**config.mk**
```make
export PLATFORM = sky130hd
export DESIGN_NAME = ddcm_top
export DESIGN_NICKNAME = d
export VERILOG_FILES = /design/src/ddcm_ahb_slave.v /design/src/ddcm_path.v /design/src/ddcm_top.v
export VERILOG_INCLUDE_DIRS = /design/src
export SDC_FILE = /design/constraint.sdc
export NUM_CORES = 1
export LEC_CHECK = 0
export ABC_CLOCK_PERIOD_IN_PS = 3840
export BUFFER_PORTS_ARGS = -buffer_cell sky130_fd_sc_hd__buf_4
export CAP_MARGIN = 30
export CORE_UTILIZATION = 30
export DETAILED_ROUTE_END_ITERATION = 16
export PLACE_DENSITY_LB_ADDON = 0.1
export SLEW_MARGIN = 10
export SYNTH_ARGS = -nofsm -noshare
export SYNTH_HDL_FRONTEND = slang
export SYNTH_SLANG_ARGS = --single-unit
```
**constraint.sdc**
```tcl
create_clock -name clock -period 3.84 [get_ports clock]
set_input_delay 0 -clock clock [delete_from_list [all_inputs] [get_ports clock]]
set_output_delay 0 -clock clock [all_outputs]
set_load 0.005 [all_outputs]
```
**src/ddcm_regs.vh**
```
// Register indices, field positions, codes and reset values of the downconverter mode block
`ifndef DDCM_REGS_VH
`define DDCM_REGS_VH

// ----------
// Register indices (byte address is four times the index)
// ----------
`define DDCM_IDX_APP 10'h200
`define DDCM_IDX_DEC 10'h201
`define DDCM_IDX_STATUS 10'h202
`define DDCM_IDX_CTL0 10'h310
`define DDCM_IDX_SEL0 10'h311
`define DDCM_IDX_FTWA0 10'h314
`define DDCM_IDX_FTWB0 10'h315
`define DDCM_IDX_POWA0 10'h320
`define DDCM_IDX_POWB0 10'h321
`define DDCM_IDX_CTL1 10'h330
`define DDCM_IDX_SEL1 10'h331
`define DDCM_IDX_FTWA1 10'h334
`define DDCM_IDX_FTWB1 10'h335
`define DDCM_IDX_POWA1 10'h340
`define DDCM_IDX_POWB1 10'h341

// ----------
// Application and decimation codes
// ----------
`define DDCM_APP_ONE_IQ 8'h01
`define DDCM_APP_TWO_IQ 8'h02
`define DDCM_APP_TWO_I 8'h22
`define DDCM_DEC_BY2 8'h01
`define DDCM_DEC_BY4 8'h02

// ----------
// Field positions
// ----------
`define DDCM_CTL_CMIX 7
`define DDCM_CTL_GAIN 6
`define DDCM_CTL_REAL 3
`define DDCM_CTL_CHAIN_HI 1
`define DDCM_CTL_CHAIN_LO 0
`define DDCM_SEL_I 0
`define DDCM_SEL_Q 2

// ----------
// Reset values
// ----------
`define DDCM_RST_APP 8'h01
`define DDCM_RST_DEC 8'h01
`define DDCM_RST_CTL 8'h83
`define DDCM_RST_SEL 8'h04
`define DDCM_RST_WORD 8'h00

`endif

```
**src/ddcm_ahb_slave.v**
```verilog
// AHB-Lite slave front end for the downconverter mode registers
`timescale 1ns/1ps

module ddcm_ahb_slave (
    input wire clock, // System clock
    input wire rst_b, // Asynchronous reset, active low
    input wire hsel, // Slave select
    input wire [31:0] haddr, // Byte address
    input wire [1:0] htrans, // Transfer type
    input wire hwrite, // Write when high
    input wire [2:0] hsize, // Transfer size, word only
    input wire [31:0] hwdata, // Write data
    input wire hready, // Bus ready
    output wire hreadyout, // Always ready, no wait states
    output wire hresp, // Always OKAY
    output reg [31:0] hrdata, // Read data, registered
    output wire wr_en, // Register write strobe
    output reg [9:0] wr_idx, // Register index being written
    output wire [7:0] wr_data, // Write byte
    output wire [9:0] rd_idx, // Index looked up in address phase
    input wire [7:0] rd_data // Looked-up read byte
);

    // ----------
    // Address phase decode
    // ----------
    wire take = hsel & htrans[1] & hready;
    // Anything above the 4 KB window is unmapped
    wire mapped = (haddr[31:12] == 20'h00000);
    reg wr_pend_q;

    assign rd_idx = haddr[11:2];
    assign hreadyout = 1'b1;
    assign hresp = 1'b0;
    // Write lands during the data phase, when hwdata is valid
    assign wr_en = wr_pend_q;
    assign wr_data = hwdata[7:0];

    // Capture write intent and read data at the address phase
    always @(posedge clock or negedge rst_b) begin
        if (!rst_b) begin
            wr_pend_q <= 1'b0;
            wr_idx <= 10'h000;
            hrdata <= 32'h00000000;
        end else begin
            wr_pend_q <= take & hwrite & mapped;
            if (take) begin
                wr_idx <= haddr[11:2];
                // Unmapped or write: data phase reads as zero
                hrdata <= (!hwrite && mapped) ? {24'h000000, rd_data} : 32'h00000000;
            end
        end
    end

endmodule // ddcm_ahb_slave

```
**src/ddcm_path.v**
```verilog
// One downconverter lane: input routing, gain, mixer choice, real conversion, decimation
`timescale 1ns/1ps

module ddcm_path #(
    parameter W = 14 // Sample width
) (
    input wire clock, // System clock
    input wire rst_b, // Asynchronous reset, active low
    input wire enable, // Lane runs when high
    input wire [W-1:0] sample_a, // Converter channel A sample
    input wire [W-1:0] sample_b, // Converter channel B sample
    input wire sample_valid, // Sample strobe, same clock
    input wire sel_i_b, // I input from channel B
    input wire sel_q_b, // Q input from channel B
    input wire complex_mixer, // Complex mixer when high, real otherwise
    input wire gain_6db, // 6 dB gain when high
    input wire real_out, // Real output when high
    input wire [1:0] chain_code, // Filter chain length code
    output reg [W-1:0] out_i, // I (or real) output
    output reg [W-1:0] out_q, // Q output, zero on real output
    output reg out_valid, // One-cycle output strobe
    output wire [4:0] decim // Lane decimation ratio
);

    // ----------
    // Helpers
    // ----------
    // Doubling with saturation, so 6 dB never wraps the sign
    function [W-1:0] sat_dbl;
        input [W-1:0] x;
        begin
            if (x[W-1] != x[W-2])
                sat_dbl = x[W-1] ? {1'b1, {(W-1){1'b0}}} : {1'b0, {(W-1){1'b1}}};
            else
                sat_dbl = {x[W-2:0], 1'b0};
        end
    endfunction

    // Half-band stages in use: code 0,1,2,3 gives 2,3,4,1
    wire [2:0] stages = (chain_code == 2'b11) ? 3'd1 : ({1'b0, chain_code} + 3'd2);
    // Real output bypasses the last downsample by 2
    wire [2:0] dexp = real_out ? (stages - 3'd1) : stages;
    assign decim = 5'h01 << dexp;

    // ----------
    // Routing and gain
    // ----------
    wire [W-1:0] in_i = sel_i_b ? sample_b : sample_a;
    // A real mixer has only one real input
    wire [W-1:0] in_q = complex_mixer ? (sel_q_b ? sample_b : sample_a) : {W{1'b0}};
    wire [W-1:0] g_i = gain_6db ? sat_dbl(in_i) : in_i;
    wire [W-1:0] g_q = gain_6db ? sat_dbl(in_q) : in_q;

    reg [3:0] cnt_q; // Decimation phase
    reg [1:0] rot_q; // Quarter-rate rotation phase

    // Keep one sample in every decim, rotate by fs/4 for real output
    always @(posedge clock or negedge rst_b) begin
        if (!rst_b) begin
            cnt_q <= 4'h0;
            rot_q <= 2'b00;
            out_i <= {W{1'b0}};
            out_q <= {W{1'b0}};
            out_valid <= 1'b0;
        end else begin
            out_valid <= 1'b0;
            if (!enable) begin
                cnt_q <= 4'h0;
                rot_q <= 2'b00;
            end else if (sample_valid) begin
                cnt_q <= (cnt_q == decim[3:0] - 4'h1) ? 4'h0 : cnt_q + 4'h1;
                if (cnt_q == 4'h0) begin
                    out_valid <= 1'b1;
                    if (real_out) begin
                        // Upconvert by fs/4 and keep the real part, Q dropped
                        rot_q <= rot_q + 2'b01;
                        case (rot_q)
                            2'b00: out_i <= g_i;
                            2'b01: out_i <= -g_q;
                            2'b10: out_i <= -g_i;
                            default: out_i <= g_q;
                        endcase
                        out_q <= {W{1'b0}};
                    end else begin
                        out_i <= g_i;
                        out_q <= g_q;
                    end
                end
            end
        end
    end

endmodule // ddcm_path

```
**src/ddcm_top.v**
```verilog
// Downconverter mode configuration: registers, mode decode and two lanes
`timescale 1ns/1ps
`include "ddcm_regs.vh"

module ddcm_top #(
    parameter W = 14 // Converter sample width
) (
    input wire clock, // System clock, 250 MHz
    input wire rst_b, // Asynchronous reset, active low
    input wire hsel, // AHB slave select
    input wire [31:0] haddr, // AHB byte address
    input wire [1:0] htrans, // AHB transfer type
    input wire hwrite, // AHB write
    input wire [2:0] hsize, // AHB size
    input wire [31:0] hwdata, // AHB write data
    input wire hready, // AHB ready in
    output wire hreadyout, // AHB ready out
    output wire hresp, // AHB response
    output wire [31:0] hrdata, // AHB read data
    input wire [W-1:0] sample_a, // Converter channel A
    input wire [W-1:0] sample_b, // Converter channel B
    input wire sample_valid, // Sample strobe
    output wire [W-1:0] ddc0_i, // Lane 0 I or real data
    output wire [W-1:0] ddc0_q, // Lane 0 Q data
    output wire ddc0_i_valid, // Lane 0 I strobe
    output wire ddc0_q_valid, // Lane 0 Q strobe
    output wire [W-1:0] ddc1_i, // Lane 1 I or real data
    output wire [W-1:0] ddc1_q, // Lane 1 Q data
    output wire ddc1_i_valid, // Lane 1 I strobe
    output wire ddc1_q_valid, // Lane 1 Q strobe
    output reg [15:0] frequency_tuning_word0, // Lane 0 tuning word
    output reg [15:0] phase_offset_word0, // Lane 0 phase word
    output reg [15:0] frequency_tuning_word1, // Lane 1 tuning word
    output reg [15:0] phase_offset_word1, // Lane 1 phase word
    output reg [1:0] active_ddc_count, // Lanes running
    output reg i_only, // Q paths muted
    output reg [2:0] chip_decimation // Chip decimation ratio
);

    // ----------
    // Bus front end
    // ----------
    wire wr_en; // Data-phase write strobe
    wire [9:0] wr_idx; // Index being written
    wire [7:0] wr_data; // Byte being written
    wire [9:0] rd_idx; // Index being read
    reg [7:0] rd_data; // Read byte for the slave

    ddcm_ahb_slave u_bus (
        .clock(clock),
        .rst_b(rst_b),
        .hsel(hsel),
        .haddr(haddr),
        .htrans(htrans),
        .hwrite(hwrite),
        .hsize(hsize),
        .hwdata(hwdata),
        .hready(hready),
        .hreadyout(hreadyout),
        .hresp(hresp),
        .hrdata(hrdata),
        .wr_en(wr_en),
        .wr_idx(wr_idx),
        .wr_data(wr_data),
        .rd_idx(rd_idx),
        .rd_data(rd_data)
    );

    // ----------
    // Register storage
    // ----------
    reg [7:0] app_q; // Chip application select
    reg [7:0] dec_q; // Chip decimation select
    reg [7:0] ctl0_q; // Lane 0 control
    reg [7:0] sel0_q; // Lane 0 input select
    reg [7:0] ftwa0_q; // Lane 0 tuning word, low byte
    reg [7:0] ftwb0_q; // Lane 0 tuning word, high byte
    reg [7:0] powa0_q; // Lane 0 phase word, low byte
    reg [7:0] powb0_q; // Lane 0 phase word, high byte
    reg [7:0] ctl1_q; // Lane 1 control
    reg [7:0] sel1_q; // Lane 1 input select
    reg [7:0] ftwa1_q; // Lane 1 tuning word, low byte
    reg [7:0] ftwb1_q; // Lane 1 tuning word, high byte
    reg [7:0] powa1_q; // Lane 1 phase word, low byte
    reg [7:0] powb1_q; // Lane 1 phase word, high byte

    // Byte writes; unmapped indices are dropped without error
    always @(posedge clock or negedge rst_b) begin
        if (!rst_b) begin
            app_q <= `DDCM_RST_APP;
            dec_q <= `DDCM_RST_DEC;
            ctl0_q <= `DDCM_RST_CTL;
            sel0_q <= `DDCM_RST_SEL;
            ftwa0_q <= `DDCM_RST_WORD;
            ftwb0_q <= `DDCM_RST_WORD;
            powa0_q <= `DDCM_RST_WORD;
            powb0_q <= `DDCM_RST_WORD;
            ctl1_q <= `DDCM_RST_CTL;
            sel1_q <= `DDCM_RST_SEL;
            ftwa1_q <= `DDCM_RST_WORD;
            ftwb1_q <= `DDCM_RST_WORD;
            powa1_q <= `DDCM_RST_WORD;
            powb1_q <= `DDCM_RST_WORD;
        end else if (wr_en) begin
            case (wr_idx)
                `DDCM_IDX_APP: app_q <= wr_data;
                `DDCM_IDX_DEC: dec_q <= wr_data;
                `DDCM_IDX_CTL0: ctl0_q <= wr_data;
                `DDCM_IDX_SEL0: sel0_q <= wr_data;
                `DDCM_IDX_FTWA0: ftwa0_q <= wr_data;
                `DDCM_IDX_FTWB0: ftwb0_q <= wr_data;
                `DDCM_IDX_POWA0: powa0_q <= wr_data;
                `DDCM_IDX_POWB0: powb0_q <= wr_data;
                `DDCM_IDX_CTL1: ctl1_q <= wr_data;
                `DDCM_IDX_SEL1: sel1_q <= wr_data;
                `DDCM_IDX_FTWA1: ftwa1_q <= wr_data;
                `DDCM_IDX_FTWB1: ftwb1_q <= wr_data;
                `DDCM_IDX_POWA1: powa1_q <= wr_data;
                `DDCM_IDX_POWB1: powb1_q <= wr_data;
                default: ;
            endcase
        end
    end

    // ----------
    // Mode decode
    // ----------
    reg app_ok; // Application code is one we support
    reg dec_ok; // Decimation code is one we support
    reg [1:0] count_d; // Lanes to run
    reg i_only_d; // Q paths muted
    reg [2:0] ratio_d; // Chip decimation ratio

    // Unknown code: one lane, I/Q, status flag
    always @* begin
        app_ok = 1'b1;
        count_d = 2'd1;
        i_only_d = 1'b0;
        case (app_q)
            `DDCM_APP_ONE_IQ: count_d = 2'd1;
            `DDCM_APP_TWO_IQ: count_d = 2'd2;
            `DDCM_APP_TWO_I: begin
                count_d = 2'd2;
                i_only_d = 1'b1;
            end
            default: app_ok = 1'b0;
        endcase
    end

    // Chip decimation: only by 2 and by 4 are supported here
    always @* begin
        dec_ok = 1'b1;
        ratio_d = 3'd2;
        case (dec_q)
            `DDCM_DEC_BY2: ratio_d = 3'd2;
            `DDCM_DEC_BY4: ratio_d = 3'd4;
            default: dec_ok = 1'b0;
        endcase
    end

    // Registered so lane controls and status see a steady decode
    always @(posedge clock or negedge rst_b) begin
        if (!rst_b) begin
            active_ddc_count <= 2'd1;
            i_only <= 1'b0;
            chip_decimation <= 3'd2;
        end else begin
            active_ddc_count <= count_d;
            i_only <= i_only_d;
            chip_decimation <= ratio_d;
        end
    end

    // Word outputs assembled from their byte halves
    always @(posedge clock or negedge rst_b) begin
        if (!rst_b) begin
            frequency_tuning_word0 <= 16'h0000;
            phase_offset_word0 <= 16'h0000;
            frequency_tuning_word1 <= 16'h0000;
            phase_offset_word1 <= 16'h0000;
        end else begin
            frequency_tuning_word0 <= {ftwb0_q, ftwa0_q};
            phase_offset_word0 <= {powb0_q, powa0_q};
            frequency_tuning_word1 <= {ftwb1_q, ftwa1_q};
            phase_offset_word1 <= {powb1_q, powa1_q};
        end
    end

    // ----------
    // Lanes
    // ----------
    // Control bits drive the lane fields
    wire [4:0] decim0; // Lane 0 ratio
    wire [4:0] decim1; // Lane 1 ratio
    wire v0; // Lane 0 strobe
    wire v1; // Lane 1 strobe
    wire run1 = (active_ddc_count == 2'd2); // Lane 1 only in two-lane modes

    ddcm_path #(.W(W)) u_ddc0 (
        .clock(clock),
        .rst_b(rst_b),
        .enable(1'b1),
        .sample_a(sample_a),
        .sample_b(sample_b),
        .sample_valid(sample_valid),
        .sel_i_b(sel0_q[`DDCM_SEL_I]),
        .sel_q_b(sel0_q[`DDCM_SEL_Q]),
        .complex_mixer(ctl0_q[`DDCM_CTL_CMIX]),
        .gain_6db(ctl0_q[`DDCM_CTL_GAIN]),
        .real_out(ctl0_q[`DDCM_CTL_REAL]),
        .chain_code(ctl0_q[`DDCM_CTL_CHAIN_HI:`DDCM_CTL_CHAIN_LO]),
        .out_i(ddc0_i),
        .out_q(ddc0_q),
        .out_valid(v0),
        .decim(decim0)
    );

    ddcm_path #(.W(W)) u_ddc1 (
        .clock(clock),
        .rst_b(rst_b),
        .enable(run1),
        .sample_a(sample_a),
        .sample_b(sample_b),
        .sample_valid(sample_valid),
        .sel_i_b(sel1_q[`DDCM_SEL_I]),
        .sel_q_b(sel1_q[`DDCM_SEL_Q]),
        .complex_mixer(ctl1_q[`DDCM_CTL_CMIX]),
        .gain_6db(ctl1_q[`DDCM_CTL_GAIN]),
        .real_out(ctl1_q[`DDCM_CTL_REAL]),
        .chain_code(ctl1_q[`DDCM_CTL_CHAIN_HI:`DDCM_CTL_CHAIN_LO]),
        .out_i(ddc1_i),
        .out_q(ddc1_q),
        .out_valid(v1),
        .decim(decim1)
    );

    // ----------
    // Output strobes
    // ----------
    // I-only mode mutes Q strobes; real-output lanes never flag Q
    assign ddc0_i_valid = v0;
    assign ddc0_q_valid = v0 & ~i_only & ~ctl0_q[`DDCM_CTL_REAL];
    assign ddc1_i_valid = v1 & run1;
    assign ddc1_q_valid = v1 & run1 & ~i_only & ~ctl1_q[`DDCM_CTL_REAL];

    // ----------
    // Status
    // ----------
    // A lane ratio off the chip ratio upsets
    // the serial transport; flagged for software
    wire match0 = (decim0 == {2'b00, chip_decimation});
    wire match1 = (decim1 == {2'b00, chip_decimation}) | ~run1;
    wire [7:0] status = {3'b000, ~match1, ~match0, ~dec_ok, ~app_ok, run1};

    // ----------
    // Read mux
    // ----------
    // Unmapped indices read as zero
    always @* begin
        case (rd_idx)
            `DDCM_IDX_APP: rd_data = app_q;
            `DDCM_IDX_DEC: rd_data = dec_q;
            `DDCM_IDX_STATUS: rd_data = status;
            `DDCM_IDX_CTL0: rd_data = ctl0_q;
            `DDCM_IDX_SEL0: rd_data = sel0_q;
            `DDCM_IDX_FTWA0: rd_data = ftwa0_q;
            `DDCM_IDX_FTWB0: rd_data = ftwb0_q;
            `DDCM_IDX_POWA0: rd_data = powa0_q;
            `DDCM_IDX_POWB0: rd_data = powb0_q;
            `DDCM_IDX_CTL1: rd_data = ctl1_q;
            `DDCM_IDX_SEL1: rd_data = sel1_q;
            `DDCM_IDX_FTWA1: rd_data = ftwa1_q;
            `DDCM_IDX_FTWB1: rd_data = ftwb1_q;
            `DDCM_IDX_POWA1: rd_data = powa1_q;
            `DDCM_IDX_POWB1: rd_data = powb1_q;
            default: rd_data = 8'h00;
        endcase
    end

endmodule // ddcm_top

```
==> impl_metrics.yaml <==
timing:
  finalHoldViolCount: 0
  hold_slack_ps: 31.94
  finClkSkew_ps: 22.50
  setup_viol: 0
  slew_viol_final: 0
  fin_crit_ps: 3610
  slew_headroom_pct: 34.67
  setup_slack_ps: 229.8
  min_period_over_period_pct: 94.02
  worst_pin_slew_ps: 974.6
  fmax_mhz: 277.0
route:
  via_per_inst: 5.333
  num_vias: 12840
  drtIter0Drc: 923
  wl_per_cell_um: 22.28
  wirelength_um: 53640
  ant_nets: 0
  drc: 0
  drt_pass1_iterations: 5
cells_and_area:
  nNetsFinal: 1847
  area_delta_synth_final_pct: 24.00
  antenna_cells: 0
  fin_util_pct: 37.65
  drive_gt1_share_pct: 30.13
min_path:
  hold_path.class: "primary input to asynchronous set/reset pin"
worst_setup_path:
  r2r_setup_slack_ps: 230
  r2r_cells: 14
  r2r_end: "u_ddc0.out_i[11]"
  critical_path_required_ps: 4300
  path_class: "register to register"
  crit_fanout: 5
  timing.rr.start: "sel0_q[2]"
  cp-start-kind: "register"
  end_kind: "register"
  cp.arrival_ps: 4070
power_and_ir_drop:
  power_density_mw_per_mm2: 421.0
  ir_worst_vdd_mv: 0.2855
  p_leak_nw: 8.343
yosys:
  synth_edf_count: 0
  synthFlopType: "dfrtp_1"
  synth_compound_area_share_pct: 16.13
  synth_top_family_by_area: "compound AO/OA/AOI/OAI gates"
  synthMuxAreaShare_pct: 15.41
  synth-simple-area-share_pct: 14.25
  ys_async_sr_fraction_pct: 100.0
  synth.avg_cell_area_um2: 10.26
  seq_area_frac_synth_pct: 44.54
  ys_ff_latch: 270
  synth_area_mm2: 0.01520
  synthDistinctLibCells: 86
  syn_inst: 1482
  synth-adder-area-share_pct: 2.551
  synth_xor_area_share_pct: 2.132
  synth.yosys.warnings: 0
grt:
  grt_pass1_vias: 12860
  grt_pass1_wl_um: 79780
  antenna_found_initial: 0
  globalRouteOverflowTotal: 0
  grt_start_max_net_pins: 76
  grt_use_total_pct: 20.53
floorplanning:
  rows: 82
  die_y_um: 227.1
  dieArea_mm2: 0.05158
  die_x_um: 227.1
  ios: 267
  start_util_pct: 30.37
  core_area_mm2: 0.05007
place:
  portBuffers: 209
  dp_slack_ps: 216.5
  hpwlAfterDp_um: 39270
  gp_congestion: 0.8691
cts:
  cts_root_buf: "clkbuf_16"
  cts_tree: "yes"
  clk_pin_slew_ps: 60
  cts_buffer_depth: 3
  ctsHtreeMaxLevel: 1
  clkSinkCount: 270
  cts_inserted_buffers: 31
  clkLatencyLatePin_ps: 580
flow_run:
  drv_cap: 0
status:
  status: "finished, final reports clean"
==> metal layers <==
| metal | vias to the layer above | global-route usage [%] | routed length [um] |
|---|---|---|---|
| met3 | 96 | 2.439 | 2186 |
| met5 | - | 0 | 0 |
| met4 | 0 | 8.270 | 2126 |
| met1 | 6441 | 26.08 | 22800 |
| met2 | 377 | 35.33 | 26520 |
| li1 | 5928 | - | - |
==> final cells by class <==
| type | instances | area [um^2] |
|---|---|---|
| timing repair buffer | 286 | 2252 |
| fill | 5137 | 31220 |
| clock inverter | 20 | 187.7 |
| tap | 672 | 840.8 |
| clock buffer | 36 | 834.6 |
| inverter | 39 | 146.4 |
| sequential | 270 | 6771 |
| multi-input combinational | 1085 | 7819 |
==> power by group <==
group	internal [W]	switching [W]	leakage (nW)
logic	0.000764	0.000936	4.33
registers	0.00307	0.000189	3.51
clock network	0.00170	0.00128	0.508
total	0.00553	0.00240	8.34
==> worst max-delay path by stage <==
stage | from | endpoint | slack [ps] | cells past startpoint
floorplan | sel0_q[2] | u_ddc0.out_i[11] | 290 | 14
global placement | sel0_q[2] | u_ddc0.out_i[11] | 280 | 12
detailed placement | sel0_q[2] | u_ddc0.out_i[13] | 220 | 13
CTS | sel0_q[2] | u_ddc0.out_i[13] | 200 | 13
global route | sel0_q[2] | u_ddc0.out_i[6] | -4 | 13
finish | sel0_q[2] | u_ddc0.out_i[11] | 230 | 14
==> kinds of logic after synthesis <==
logic type	after synthesis
xor+xnor	37
simple gates	425
compound gates	355
fa+ha+maj	31
flops	270
mux	210
buf+inv	152
other cells	2
==> metrics by stage <==
stage               cell area, um^2  TNS, ps  std cells  total power [W]
floorplan                     15300        0       1507         0.004253
detailed placement            17550        0       2327         0.004982
global placement              17550        0       2327         0.004966
CTS                           18810        0       2407         0.008042
finish                        18850        0       2408         0.007936
global route                  18850   -4.332       2408         0.008378
==> cell usage after synthesis (all sizes together) (37+ instances only) <==
cell | number | area, um^2
mux2i | 58 | 605.6
nand2 | 118 | 442.9
a21oi | 61 | 305.3
nand3 | 37 | 185.2
clkbuf | 55 | 207.7
dfrtp | 258 | 6456
mux2 | 150 | 1693
buf | 58 | 396.6
o21ai | 81 | 405.4
nor3 | 41 | 215.2
nor2 | 97 | 364.1
inv | 37 | 138.9
==> flip-flops by register name (all words and copies together), names as in the netlist, 10 cells and up <==
signal	count
u_ddc0.out_q	14
frequency_tuning_word1	16
frequency_tuning_word0	16
u_ddc0.out_i	14
u_ddc1.out_q	14
u_bus.wr_idx	10
u_ddc1.out_i	14
phase_offset_word0	16
phase_offset_word1	16
==> placed cells by master (no fill, tap or decap), types with 9 or more instances in the layout <==
cell type / n
a221oi_1: 17
clkbuf_16: 31
nor2_1: 97
a22oi_1: 21
nand2b_1: 18
ha_1: 31
a21oi_1: 60
nand2_1: 118
conb_1: 27
nor3_1: 38
nor4_1: 13
o21ai_0: 76
or2_2: 11
inv_1: 37
mux2_2: 148
and3_1: 12
a222oi_1: 15
dlygate4sd3_1: 24
xor2_1: 11
o22ai_1: 23
buf_4: 258
a31oi_1: 19
a211oi_1: 12
xnor2_1: 26
nor2b_1: 11
dfrtp_1: 258
a21o_1: 13
dfstp_2: 12
a221o_1: 9
nand3_1: 35
a22o_1: 22
mux2i_1: 56
==> repair_timing <==
action                                  4_1_cts  5_1_grt
resized for setup                             0        7
hold buffers                                 24        0
setup buffers                                 0        1
endpoints found under the setup margin        0        6
hold endpoints to repair                    265        0
==> worst max-delay path: stages (launching register included) <==
cell	delay [ps]
dfstp_2	620
mux2_2	370
nand2_1	130
inv_1	80
ha_1	320
nand2b_1	130
a21oi_1	130
buf_4	210
nor3_2	270
nand4_1	230
buf_4	200
nor2_1	120
mux2_2	340
a311oi_1	260
o2bb2ai_1	80
Note: power is estimated with default switching activity, not from simulation.
